File: src/core/pld_pkg.sv
// Constants, register map and types for the lock detector and status pin selector
package pld_pkg;
    localparam int ADDR_W = 8;
    localparam int DATA_W = 8;
    localparam logic [7:0] REG_LOCK_CFG = 8'h15;
    localparam logic [7:0] REG_STATUS = 8'h30;
    localparam logic [7:0] REG_IRQ_STATUS = 8'h31;
    localparam logic [7:0] REG_IRQ_MASK = 8'h32;
    localparam logic [7:0] REG_COUNT_LO = 8'h33;
    localparam logic [7:0] REG_COUNT_HI = 8'h34;
    localparam logic [7:0] LOCK_CFG_RESET = 8'h00;
    localparam logic [3:0] IRQ_MASK_RESET = 4'h0;
    localparam int SEL_MSB = 7;
    localparam int SEL_LSB = 4;
    localparam int WIN_BIT = 3;
    localparam int MODE_BIT = 2;
    localparam int ACC_MSB = 1;
    localparam int ACC_LSB = 0;
    localparam int CNT_W = 10;
    localparam logic [9:0] CNT_MAX = 10'h3ff;
    localparam logic [9:0] CNT_ZERO = 10'h000;
    localparam logic [9:0] LOCK_THR_ACC0 = 10'h07f;
    localparam logic [9:0] LOCK_THR_ACC1 = 10'h0ff;
    localparam logic [9:0] LOCK_THR_ACC2 = 10'h1ff;
    localparam logic [9:0] LOCK_THR_ACC3 = 10'h3ff;
    localparam logic [9:0] LOCK_HYST = 10'h010;
    localparam logic [1:0] ACC_SEL1 = 2'h1;
    localparam logic [1:0] ACC_SEL2 = 2'h2;
    localparam logic [1:0] ACC_SEL3 = 2'h3;
    localparam int WIN_W = 3;
    localparam logic [2:0] WIN_NARROW = 3'h2;
    localparam logic [2:0] WIN_WIDE = 3'h4;
    localparam int IRQ_W = 4;
    localparam int IRQ_LOCK_GAIN = 0;
    localparam int IRQ_LOCK_LOSS = 1;
    localparam int IRQ_CAL_DONE = 2;
    localparam int IRQ_SEQ_FAULT = 3;
    localparam int STAT_SUSTAINED = 0;
    localparam int STAT_MOMENTARY = 1;
    localparam int STAT_CARRIER = 2;
    localparam int STAT_CAL_DONE = 3;
    localparam int STAT_SEQ_FAULT = 4;
    localparam int SRC_N = 16;
    localparam int SRC_LOW = 0;
    localparam int SRC_HIGH = 1;
    localparam int SRC_SUSTAINED = 2;
    localparam int SRC_MOMENTARY = 3;
    localparam int SRC_CARRIER = 4;
    localparam int SRC_CAL_DONE = 5;
    localparam int SRC_SEQ_FAULT = 6;
    localparam int SRC_XTAL = 7;
    localparam int SRC_REF_CLK = 8;
    localparam int SRC_FILTER_CLK = 9;
    localparam int SRC_DECIMATOR_CLK = 10;
    localparam int SRC_PRE_CLK = 11;
    localparam int SRC_DELTA_SIGMA_CLK = 12;
    localparam int SRC_DEMOD_CLK = 13;
    localparam int SRC_OSC_CAL = 14;
    localparam int SRC_FREQ_CMP = 15;
    typedef enum logic [1:0] {CMP_IDLE, CMP_WAIT, CMP_LATE} pld_cmp_state_t;
endpackage

File: src/core/pld_cmp_if.sv
// Phase comparison result passed from the window comparator to the lock counter
`timescale 1ns/1ps
interface pld_cmp_if;
    logic valid;
    logic in_window;
    modport src (output valid, output in_window);
    modport snk (input valid, input in_window);
endinterface

File: src/core/pld_phase_window.sv
// Phase comparator: classifies each reference/feedback edge pair by window
`timescale 1ns/1ps
module pld_phase_window (
    input wire logic clk,
    input wire logic reset_n,
    input wire logic prescaler_tick,
    input wire logic ref_edge,
    input wire logic fb_edge,
    input wire logic wide_window,
    pld_cmp_if.src cmp
);
    import pld_pkg::*;

    pld_cmp_state_t state, next_state;
    logic waiting_fb, next_waiting_fb;
    logic [WIN_W-1:0] gap, next_gap;
    logic result_valid, next_result_valid;
    logic result_in, next_result_in;
    wire logic [WIN_W-1:0] win_width;
    wire logic other_edge;
    wire logic [WIN_W-1:0] gap_inc;

    assign win_width = wide_window ? WIN_WIDE : WIN_NARROW;
    assign other_edge = waiting_fb ? fb_edge : ref_edge;
    assign gap_inc = gap + 3'h1;

    always_comb begin
        next_state = state;
        next_waiting_fb = waiting_fb;
        next_gap = gap;
        next_result_valid = 1'b0;
        next_result_in = result_in;
        unique case (state)
            CMP_IDLE: begin
                next_gap = '0;
                if (ref_edge && fb_edge) begin
                    next_result_valid = 1'b1;
                    next_result_in = 1'b1;
                end else if (ref_edge || fb_edge) begin
                    next_state = CMP_WAIT;
                    next_waiting_fb = ref_edge;
                end
            end
            CMP_WAIT: begin
                // In window when gap below width
                if (other_edge) begin
                    next_result_valid = 1'b1;
                    next_result_in = (gap < win_width);
                    next_state = CMP_IDLE;
                end else if (prescaler_tick) begin
                    if (gap_inc >= win_width) begin
                        next_result_valid = 1'b1;
                        next_result_in = 1'b0;
                        next_state = CMP_LATE;
                    end else begin
                        next_gap = gap_inc;
                    end
                end
            end
            CMP_LATE: begin
                // The late edge only closes the pair, it is already judged
                if (other_edge) begin
                    next_state = CMP_IDLE;
                end
            end
            default: begin
                next_state = CMP_IDLE;
            end
        endcase
    end

    always_ff @(posedge clk or negedge reset_n) begin
        if (!reset_n) begin
            state <= CMP_IDLE;
            waiting_fb <= 1'b0;
            gap <= '0;
            result_valid <= 1'b0;
            result_in <= 1'b0;
        end else begin
            state <= next_state;
            waiting_fb <= next_waiting_fb;
            gap <= next_gap;
            result_valid <= next_result_valid;
            result_in <= next_result_in;
        end
    end

    assign cmp.valid = result_valid;
    assign cmp.in_window = result_in;
endmodule

File: src/core/pld_lock_counter.sv
// Lock counter with selectable counting style and hysteretic thresholds
`timescale 1ns/1ps
module pld_lock_counter (
    input wire logic clk,
    input wire logic reset_n,
    pld_cmp_if.snk cmp,
    input wire logic updown_mode,
    input wire logic [1:0] accuracy,
    output logic [pld_pkg::CNT_W-1:0] count,
    output logic lock_sustained,
    output logic lock_momentary
);
    import pld_pkg::*;

    logic [CNT_W-1:0] next_count;
    logic next_sustained;
    wire logic [CNT_W-1:0] lock_thr;
    wire logic [CNT_W-1:0] loss_thr;
    wire logic [CNT_W-1:0] count_up;
    wire logic [CNT_W-1:0] count_down;
    wire logic [CNT_W-1:0] count_miss;

    // Thresholds for accuracy 0 and 1
    // Thresholds for accuracy 2 and 3
    assign lock_thr = (accuracy == ACC_SEL3) ? LOCK_THR_ACC3 :
                      (accuracy == ACC_SEL2) ? LOCK_THR_ACC2 :
                      (accuracy == ACC_SEL1) ? LOCK_THR_ACC1 : LOCK_THR_ACC0;
    assign loss_thr = lock_thr - LOCK_HYST;

    assign count_up = (count == CNT_MAX) ? count : count + 10'h001;
    assign count_down = (count == CNT_ZERO) ? count : count - 10'h001;
    // Restart mode clears on a miss
    // Up/down mode steps down on a miss
    assign count_miss = updown_mode ? count_down : CNT_ZERO;

    always_comb begin
        next_count = count;
        if (cmp.valid) begin
            next_count = cmp.in_window ? count_up : count_miss;
        end
        next_sustained = lock_sustained;
        if (count >= lock_thr) begin
            next_sustained = 1'b1;
        end else if (count <= loss_thr) begin
            next_sustained = 1'b0;
        end
    end

    always_ff @(posedge clk or negedge reset_n) begin
        if (!reset_n) begin
            count <= CNT_ZERO;
            lock_sustained <= 1'b0;
            lock_momentary <= 1'b0;
        end else begin
            count <= next_count;
            lock_sustained <= next_sustained;
            if (cmp.valid) begin
                lock_momentary <= cmp.in_window;
            end
        end
    end
endmodule

File: src/core/pld_lock_detect_top.sv
// Lock detector with status pin selector, register port and interrupt
//
// Contract
// - Selector 0 drives low, 1 drives high
// - Selectors 2, 3 give lock flags, active low
// - Selector 4: low while carrier is sensed
// - Selectors 5, 6: calibration, fault, active low
// - Window two or four prescaler cycles wide
// - Style 0: counter restarts on a miss
// - Style 1: count up hits, down misses
// - Accuracy 0, 1: lock 127/111, 255/239
// - Accuracy 2, 3: lock 511/495, 1023/1007
// - Sixteen counts of hysteresis between thresholds
//
// The implementer's own choice: the strobed register port.
`timescale 1ns/1ps
module pld_lock_detect_top (
    input wire logic clk,
    input wire logic reset_n,
    input wire logic [pld_pkg::ADDR_W-1:0] addr,
    input wire logic [pld_pkg::DATA_W-1:0] wr_data,
    input wire logic wr_en,
    input wire logic rd_en,
    output logic [pld_pkg::DATA_W-1:0] rd_data,
    input wire logic prescaler_tick,
    input wire logic ref_edge,
    input wire logic fb_edge,
    input wire logic rssi_above_cs,
    input wire logic cal_complete,
    input wire logic sequencing_fault,
    input wire logic crystal_osc_clk,
    input wire logic ref_clk,
    input wire logic filter_clk,
    input wire logic decimator_clk,
    input wire logic prescaler_clk,
    input wire logic delta_sigma_clk,
    input wire logic demodulator_clk,
    input wire logic oscillator_cal_compare,
    input wire logic freq_compare,
    output logic lock_pin,
    output logic irq
);
    import pld_pkg::*;

    logic [DATA_W-1:0] lock_detect_and_pin_select;
    logic [IRQ_W-1:0] irq_status;
    logic [IRQ_W-1:0] irq_mask;
    logic [IRQ_W-1:0] next_irq_status;
    logic [DATA_W-1:0] next_rd_data;
    logic next_lock_pin;
    logic sustained_d;
    logic cal_d;
    logic fault_d;

    wire logic [CNT_W-1:0] lock_count;
    wire logic pll_lock_sustained;
    wire logic pll_lock_momentary;
    wire logic [3:0] pin_select;
    wire logic wide_window;
    wire logic updown_mode;
    wire logic [1:0] accuracy;
    wire logic [SRC_N-1:0] pin_src;
    wire logic [IRQ_W-1:0] events;
    wire logic [IRQ_W-1:0] irq_clear;
    wire logic [DATA_W-1:0] status_word;
    wire logic [DATA_W-1:0] count_lo;
    wire logic [DATA_W-1:0] count_hi;
    wire logic wr_cfg;
    wire logic wr_irq_status;
    wire logic wr_irq_mask;

    pld_cmp_if cmp_link ();

    // Configuration fields
    assign pin_select = lock_detect_and_pin_select[SEL_MSB:SEL_LSB];
    assign wide_window = lock_detect_and_pin_select[WIN_BIT];
    assign updown_mode = lock_detect_and_pin_select[MODE_BIT];
    assign accuracy = lock_detect_and_pin_select[ACC_MSB:ACC_LSB];

    pld_phase_window u_window (
        .clk(clk),
        .reset_n(reset_n),
        .prescaler_tick(prescaler_tick),
        .ref_edge(ref_edge),
        .fb_edge(fb_edge),
        .wide_window(wide_window),
        .cmp(cmp_link.src)
    );

    pld_lock_counter u_counter (
        .clk(clk),
        .reset_n(reset_n),
        .cmp(cmp_link.snk),
        .updown_mode(updown_mode),
        .accuracy(accuracy),
        .count(lock_count),
        .lock_sustained(pll_lock_sustained),
        .lock_momentary(pll_lock_momentary)
    );

    assign pin_src[SRC_LOW] = 1'b0;
    assign pin_src[SRC_HIGH] = 1'b1;
    assign pin_src[SRC_SUSTAINED] = ~pll_lock_sustained;
    assign pin_src[SRC_MOMENTARY] = ~pll_lock_momentary;
    assign pin_src[SRC_CARRIER] = ~rssi_above_cs;
    assign pin_src[SRC_CAL_DONE] = ~cal_complete;
    assign pin_src[SRC_SEQ_FAULT] = ~sequencing_fault;
    // Internal clocks and comparators in order
    assign pin_src[SRC_XTAL] = crystal_osc_clk;
    assign pin_src[SRC_REF_CLK] = ref_clk;
    assign pin_src[SRC_FILTER_CLK] = filter_clk;
    assign pin_src[SRC_DECIMATOR_CLK] = decimator_clk;
    assign pin_src[SRC_PRE_CLK] = prescaler_clk;
    assign pin_src[SRC_DELTA_SIGMA_CLK] = delta_sigma_clk;
    assign pin_src[SRC_DEMOD_CLK] = demodulator_clk;
    assign pin_src[SRC_OSC_CAL] = oscillator_cal_compare;
    assign pin_src[SRC_FREQ_CMP] = freq_compare;

    // Pin is registered: routed clocks are sampled, so only slow ones survive
    assign next_lock_pin = pin_src[pin_select];

    // Register port decode
    assign wr_cfg = wr_en && (addr == REG_LOCK_CFG);
    assign wr_irq_status = wr_en && (addr == REG_IRQ_STATUS);
    assign wr_irq_mask = wr_en && (addr == REG_IRQ_MASK);

    assign status_word = {3'h0, sequencing_fault, cal_complete, rssi_above_cs,
                          pll_lock_momentary, pll_lock_sustained};
    assign count_lo = lock_count[DATA_W-1:0];
    assign count_hi = {6'h00, lock_count[CNT_W-1:DATA_W]};

    // Both edges of lock and rising edges of calibration done and fault are events
    assign events[IRQ_LOCK_GAIN] = pll_lock_sustained & ~sustained_d;
    assign events[IRQ_LOCK_LOSS] = ~pll_lock_sustained & sustained_d;
    assign events[IRQ_CAL_DONE] = cal_complete & ~cal_d;
    assign events[IRQ_SEQ_FAULT] = sequencing_fault & ~fault_d;

    // Write one to clear; a new event in the same cycle wins
    assign irq_clear = wr_irq_status ? wr_data[IRQ_W-1:0] : 4'h0;
    assign next_irq_status = (irq_status & ~irq_clear) | events;
    assign irq = |(irq_status & irq_mask);

    always_comb begin
        next_rd_data = '0;
        if (rd_en) begin
            unique case (addr)
                REG_LOCK_CFG: next_rd_data = lock_detect_and_pin_select;
                REG_STATUS: next_rd_data = status_word;
                REG_IRQ_STATUS: next_rd_data = {4'h0, irq_status};
                REG_IRQ_MASK: next_rd_data = {4'h0, irq_mask};
                REG_COUNT_LO: next_rd_data = count_lo;
                REG_COUNT_HI: next_rd_data = count_hi;
                default: next_rd_data = '0;
            endcase
        end
    end

    always_ff @(posedge clk or negedge reset_n) begin
        if (!reset_n) begin
            lock_detect_and_pin_select <= LOCK_CFG_RESET;
        end else if (wr_cfg) begin
            // Any value accepted; narrow restart is the reset default
            lock_detect_and_pin_select <= wr_data;
        end
    end

    always_ff @(posedge clk or negedge reset_n) begin
        if (!reset_n) begin
            irq_mask <= IRQ_MASK_RESET;
        end else if (wr_irq_mask) begin
            irq_mask <= wr_data[IRQ_W-1:0];
        end
    end

    always_ff @(posedge clk or negedge reset_n) begin
        if (!reset_n) begin
            irq_status <= '0;
            sustained_d <= 1'b0;
            cal_d <= 1'b0;
            fault_d <= 1'b0;
        end else begin
            irq_status <= next_irq_status;
            sustained_d <= pll_lock_sustained;
            cal_d <= cal_complete;
            fault_d <= sequencing_fault;
        end
    end

    always_ff @(posedge clk or negedge reset_n) begin
        if (!reset_n) begin
            rd_data <= '0;
            lock_pin <= 1'b0;
        end else begin
            rd_data <= next_rd_data;
            lock_pin <= next_lock_pin;
        end
    end
endmodule

File: config.mk
export PLATFORM = sky130hd
export DESIGN_NAME = pld_lock_detect_top
export DESIGN_NICKNAME = d
export VERILOG_FILES = /design/src/core/pld_pkg.sv /design/src/core/pld_cmp_if.sv /design/src/core/pld_phase_window.sv /design/src/core/pld_lock_counter.sv /design/src/core/pld_lock_detect_top.sv
export SDC_FILE = /design/constraint.sdc
export NUM_CORES = 1
export LEC_CHECK = 0
export ABC_AREA = 1
export ABC_CLOCK_PERIOD_IN_PS = 3390
export BUFFER_PORTS_ARGS = -buffer_cell sky130_fd_sc_hd__buf_4
export CAP_MARGIN = 20
export CORE_MARGIN = 8
export CORE_UTILIZATION = 25
export CTS_CLUSTER_DIAMETER = 60
export DETAILED_ROUTE_END_ITERATION = 10
export PLACE_DENSITY_LB_ADDON = 0.15
export SYNTH_ARGS = -nofsm -noshare
export SYNTH_HDL_FRONTEND = slang
export SYNTH_HIERARCHICAL = 1
export SYNTH_SLANG_ARGS = --single-unit
File: constraint.sdc
create_clock -name clk -period 3.39 [get_ports clk]
set_input_delay 0.678 -clock clk [delete_from_list [all_inputs] [get_ports clk]]
set_output_delay 0.678 -clock clk [all_outputs]
set_load 0.02 [all_outputs]
=== After elaboration in Yosys (flattened, before gate mapping) ===
Cells that the tools add are included.

* Flip-flop bits (word level): 48
* Latch bits: 0
* Bits in writable memories: 0
* Memory bits (read-only): 0
* Input bits: 35
* Output and inout port bits: 10
* Logic and storage cells: 117
* Memories kept: 0

* Add/subtract/negate cells: 4
* Multipliers: 0
* Divide/modulo/power cells: 0
* $lt $le $gt $ge: 5
* Equal/unequal tests: 23
* Shift operators: 0
* Muxes and demuxes: 37
* Bitwise logic cells: 17
* Reduce and logical (&&, ||, !) cells: 15

{| class="wikitable"
|+ Operators with widths
! operator !! count
|-
| 10-bit two-way mux || 6
|-
| 8-bit case mux with 6 select lines || 1
|-
| 8-bit by 6-bit == test with 1-bit output, second input constant || 5
|-
| 8-bit two-way mux || 2
|-
| 1-bit two-way mux || 12
|-
| 2-bit two-way mux || 6
|-
| 3-bit two-way mux || 4
|-
| 10-bit by 1-bit adder with 10-bit output, second input constant || 1
|-
| 10-bit == test, second input constant || 1
|-
| 10-bit greater-or-equal comparator || 1
|-
| 10-bit less-or-equal comparator || 1
|-
| 10-bit zero test || 1
|-
| 2-bit != test, second input constant || 5
|-
| 10-bit by 1-bit subtractor with 10-bit output, second input constant || 1
|-
| 10-bit by 5-bit subtractor with 10-bit output, second input constant || 1
|-
| 1-bit NOT || 9
|-
| 4-bit bitwise AND || 2
|-
| 8-bit by 5-bit == test with 1-bit output, second input constant || 1
|-
| 4-bit AND reduction || 2
|-
| 2-bit == test, second input constant || 3
|-
| 2-bit by 1-bit != test with 1-bit output, second input constant || 3
|-
| 2-bit case mux with 3 select lines || 1
|-
| 3-bit case mux with 2 select lines || 1
|-
| 3-bit AND reduction || 2
|-
| 20 further kinds || 29
|}

=== Logic depth before layout (Yosys ltp) ===
* Word-level depth: 8
* Gate-level depth with buffers: 12
* Gate-level depth less buffers: 11

=== Hierarchy ===
The synthesis kept the hierarchy.

{| class="wikitable"
|+ By module, submodules not included
! module !! instances !! cells an instance !! area an instance (µm²) !! sequential area each (µm²)
|-
| pld_lock_detect_top || 1 || 204 || 1541.5 || 700.7
|-
| pld_lock_counter || 1 || 173 || 1209.9 || 300.3
|-
| pld_phase_window || 1 || 85 || 608.1 || 200.2
|}

=== Worst setup path after synthesis ===
No wires, ideal clock.

* Path type: register -> register
* From: register u_window.gap[0]
* To: register u_window.gap[0]
* Setup time: 117 ps
* Arrival: 1640 ps
* Required time: 3273 ps
* Path slack: 1633 ps
* Stages on the path, launching flop included: 9
* Buffers on the path: 0
* Period minus slack after synthesis: 1757 ps
* Cell sequence: dfrtp_1 -> ha_1 -> xor2_1 -> ha_1 -> or2_2 -> nand2_1 -> nand3_1 -> nand3_1 -> nand2_1

* Cells in the longest elaborated chain, start to end: 5
* Elaborated cells between the ends (all ways): 8
* Classes of those cells: add/sub (1); order compare (1); eq/ne (1); mux (4); reduce/logical (1)

{| class="wikitable"
|+ RTL lines
! item !! line !! source
|-
| from (decl) || pld_phase_window.sv:16 || <nowiki>logic [WIN_W-1:0] gap, next_gap;</nowiki>
|-
| from (signal assigned) || pld_phase_window.sv:82 || <nowiki>gap <= next_gap;</nowiki>
|-
| 3-bit by 1-bit adder with 3-bit output * || pld_phase_window.sv:25 || <nowiki>assign gap_inc = gap + 3'h1;</nowiki>
|-
| parallel branches: the longest is 4 deep, another holds 3-bit greater-or-equal comparator || n/a ||
|}

Mark *: on every way between the ends. The select of a mux whose other input is x is not followed.
A chain may end at the register's enable or synchronous reset.

=== Worst setup path after layout ===
* From: register u_window.gap[0]
* To: register u_window.gap[2]

The elaborated chain is that of the path after synthesis.

==> results.md <==
* CP top delay family: simple AND/OR/NAND/NOR gates
* Top cells by area, synth: dfrtp_1 36%, nand2_1 14%, nand3_1 9.4%, inv_1 6.3%, o21ai_0 5.2%
* Synth Net Count at 508
* Fin crit share at 57.8%
* Crit path largest cell delay at 0.43 ns
* CTS Buffer Depth at 2
* Cell count after placement at 675
* 1st-iter DRT viols at 170
* Status: completed
* Chip Width at 132 um
* Rel. slew slack at 56.2%
* R2R Setup Slk at 1.43 ns
* # IOs at 45
* Worst Hold Class: in2async
* Vias/cell at 4.44
* Gate power share at 35.4%
* Hold_ws at 0.416 ns
* Sequential share of the synthesized area at 35.8%
* WP data required at 3.58 ns
* Post-synth EDFFs at 0
* Via count at 3,031
* Total Power at 2.31 mW
* Number of global-route vias before repair at 3,030
* Setup TNS at 0 ns
* Crit. End Element: register
* Detailed placement HPWL at 7.21 mm
* Gr usage total at 10.9%
* Clock Skews at 0.00825 ns
* Cts bufs inserted at 5
* Pint at 1.39 mW
* Final Util at 30.5%
* DRC at 0
* Register bit total from synthesis at 48
* Core Footprint at 0.0132 mm2
* Slowest CP cell: dfrtp_1
* Count of final setup violators at 0
* PnR worst setup slack at 1.43 ns
* FMAX at 0.510 GHz
* Initial Util at 25.5%
* Register share of total power at 36.3%
* Worst skew pair latency at 0.29 ns
* Final Critical Period at 1.96 ns
* Synthesized area at 0.00336 mm2
* Fin. max-slew vios at 0
* Share of cells above drive strength 1 at 21.5%
* Switching share of power at 39.9%
* Die footprint at 0.0174 mm2
* Sink Count at 48
* Resize count post-CTS at 0
* Worst VDD drop at 0.000227 V
* Total placed instance area at 0.00383 mm2
* Gp weighted congestion at 0.818
* Critical Path Source Type: register
* Fin nets at 552
* Arrival @ worst endpoint at 2.15 ns
* Switching power of the nets at 924 uW
* Netlist cell types at 29
* Gr ovfl total at 0
* Clock Root Buffer: clkbuf_16
* Largest net degree at the start of global routing at 49
* Inserted Diodes at 0
* Post-Syn Instances at 462
* Post-CTS Setup Inserts at 0
* IO buf count at 44
* Final ANT Viol Nets at 0
* Die H at 132 um
* CTS tree: built
* Crit path buffers/inverters at 0
* Post-Layout Inst Area at 0.00402 mm2
* Synth area leader: dfrtp_1
* Clock Pin Slew Worst Setup and Hold Paths at 0.07 ns
* Routed length per instance at 13.6 um
* Unrepaired setup endpoints after global routing: no
* Critical path, cell by cell: ha_1 > xor2_1 > ha_1 > or2_2 > nand2_1 > nand3_1 > nand3_1 > nand2_1
* Dpl ws at 1.44 ns
* LEAKAGE at 2.05 nW
* Clock network power share at 28.3%
* Pwr dens at 575 mW/mm2
* Number of buffers inserted by hold repair at cts at 0
* Yosys top cell area share at 35.8%
* Non-Filler Instances at 683
* Layout area overhead at 19.7%
* Final Hold Fails at 0
* Worst Tran Pin Value at 0.657 ns
* Asr flop ratio synth at 100%
* Rows at 42
* Drt total wl at 9.28 mm
* Mean Syn Cell Area at 7.27 um2
* Crit-path max FO at 5
* H-tree depth at 2
* Number of max-cap violations at 0
* Critical path class: reg2reg
* Top_reg_cell synth: dfrtp_1
* Synth warn at 6
* # fillers at 1,439
* First-pass GRT wire length at 15.6 mm
* DR pass1 iterations at 4
* Initial antenna violation count at 0
sequential cells by signal, indices dropped and copies added (netlist names):
signal                      count
u_counter/count                10
lock_detect_and_pin_select      8
rd_data                         8
irq_mask                        4
irq_status                      4
u_window/gap                    3
u_window/state                  2
cal_d                           1
fault_d                         1
lock_pin                        1
sustained_d                     1
u_counter/lock_momentary        1
u_counter/lock_sustained        1
u_window/cmp.in_window          1
u_window/cmp.valid              1
u_window/waiting_fb             1
cells in the final DEF, fill, tap and decap left out:
master     count
nand4_1        5
dfrtp_1       48
bufinv_16      2
inv_6          1
nand3_1       63
nand2_4        4
clkbuf_16      5
nor2_8         3
ha_1          11
nand2_1      124
o211ai_1       3
a21oi_1       13
or2_2          1
o21ai_2        7
nor2_4        10
inv_1         56
a31oi_1        1
nor2_2         6
nand2_2       19
xnor2_1        1
o21ai_0       35
inv_2          5
nand4_2        1
xor2_1         1
nor2_1        33
buf_4         44
nor3_1         1
nand3b_1       1
o21bai_2       1
o21ai_1        2
power by group through the flow:
| stage | registers [mW] | logic [mW] | clock network [mW] |
|---|---|---|---|
| 5_1_grt | 0.860 | 0.940 | 0.688 |
| 4_1_cts | 0.844 | 0.824 | 0.668 |
| 3_3_place_gp | 0.855 | 0.817 | 0 |
| 2_1_floorplan | 0.758 | 0.738 | 0 |
| 3_5_place_dp | 0.854 | 0.821 | 0 |
| 6_report | 0.840 | 0.820 | 0.655 |
final timing paths:
path | from | end | cells after the start
worst max-delay path | u_window/gap[0]$_DFFE_PN0P_ | u_window/gap[2]$_DFFE_PN0P_ | 8
worst min-delay path | reset_n | u_counter/count[9]$_DFFE_PN0P_ | 1
worst max register to register | u_window/gap[0]$_DFFE_PN0P_ | u_window/gap[2]$_DFFE_PN0P_ | 8
worst min register to register | cal_d$_DFF_PN0_ | irq_status[2]$_DFF_PN0_ | 1
max in group asynchronous | reset_n | cal_d$_DFF_PN0_ | 1
min in group clk | cal_d$_DFF_PN0_ | irq_status[2]$_DFF_PN0_ | 1
routing by layer:
| layer | vias up | GRT usage [%] | share of wire (%) |
|---|---|---|---|
| li1 | 1571 | - | - |
| met1 | 1401 | 14.3 | 49 |
| met2 | 51 | 17.7 | 46 |
| met3 | 8 | 2.13 | 3.6 |
| met4 | 0 | 3.19 | 1.4 |
| met5 | - | 0 | 0 |
cell type report:
type	count	area, um2	area share [%]
clock inverters	3	68.8	1.71
inverters	61	229	5.69
flip-flops and latches	48	1200	29.9
clock buffers	5	125	3.11
repair buffers	44	330	8.21
multi-input cells	346	1850	45.9
well taps	176	220	5.47
kinds of logic (layout without fill, tap and decap cells):
family / after synthesis / count (layout) / share of synthesized area, %
AND/OR/NAND/NOR: 271 / 271 / 39.9
AO/OA/AOI/OAI: 62 / 62 / 10.5
buffers and inverters: 68 / 113 / 9.24
adder cells (fa/ha/maj): 11 / 11 / 4.10
XOR/XNOR: 2 / 2 / 0.522
flip-flops: 48 / 48 / 35.8
cell usage after synthesis, types with 2 or more instances:
library cell,instances
a21oi_1,13
o21ai_2,7
nand2_2,19
inv_2,5
nor2_8,3
o21ai_0,35
nand4_1,5
nor2_2,6
inv_1,56
o211ai_1,3
nand2_4,4
nand3_1,63
nor2_1,33
ha_1,11
nor2_4,10
nand2_1,124
dfrtp_1,48
o21ai_1,2
buf_6,5
No activity file was read; power rests on OpenSTA's default activity.
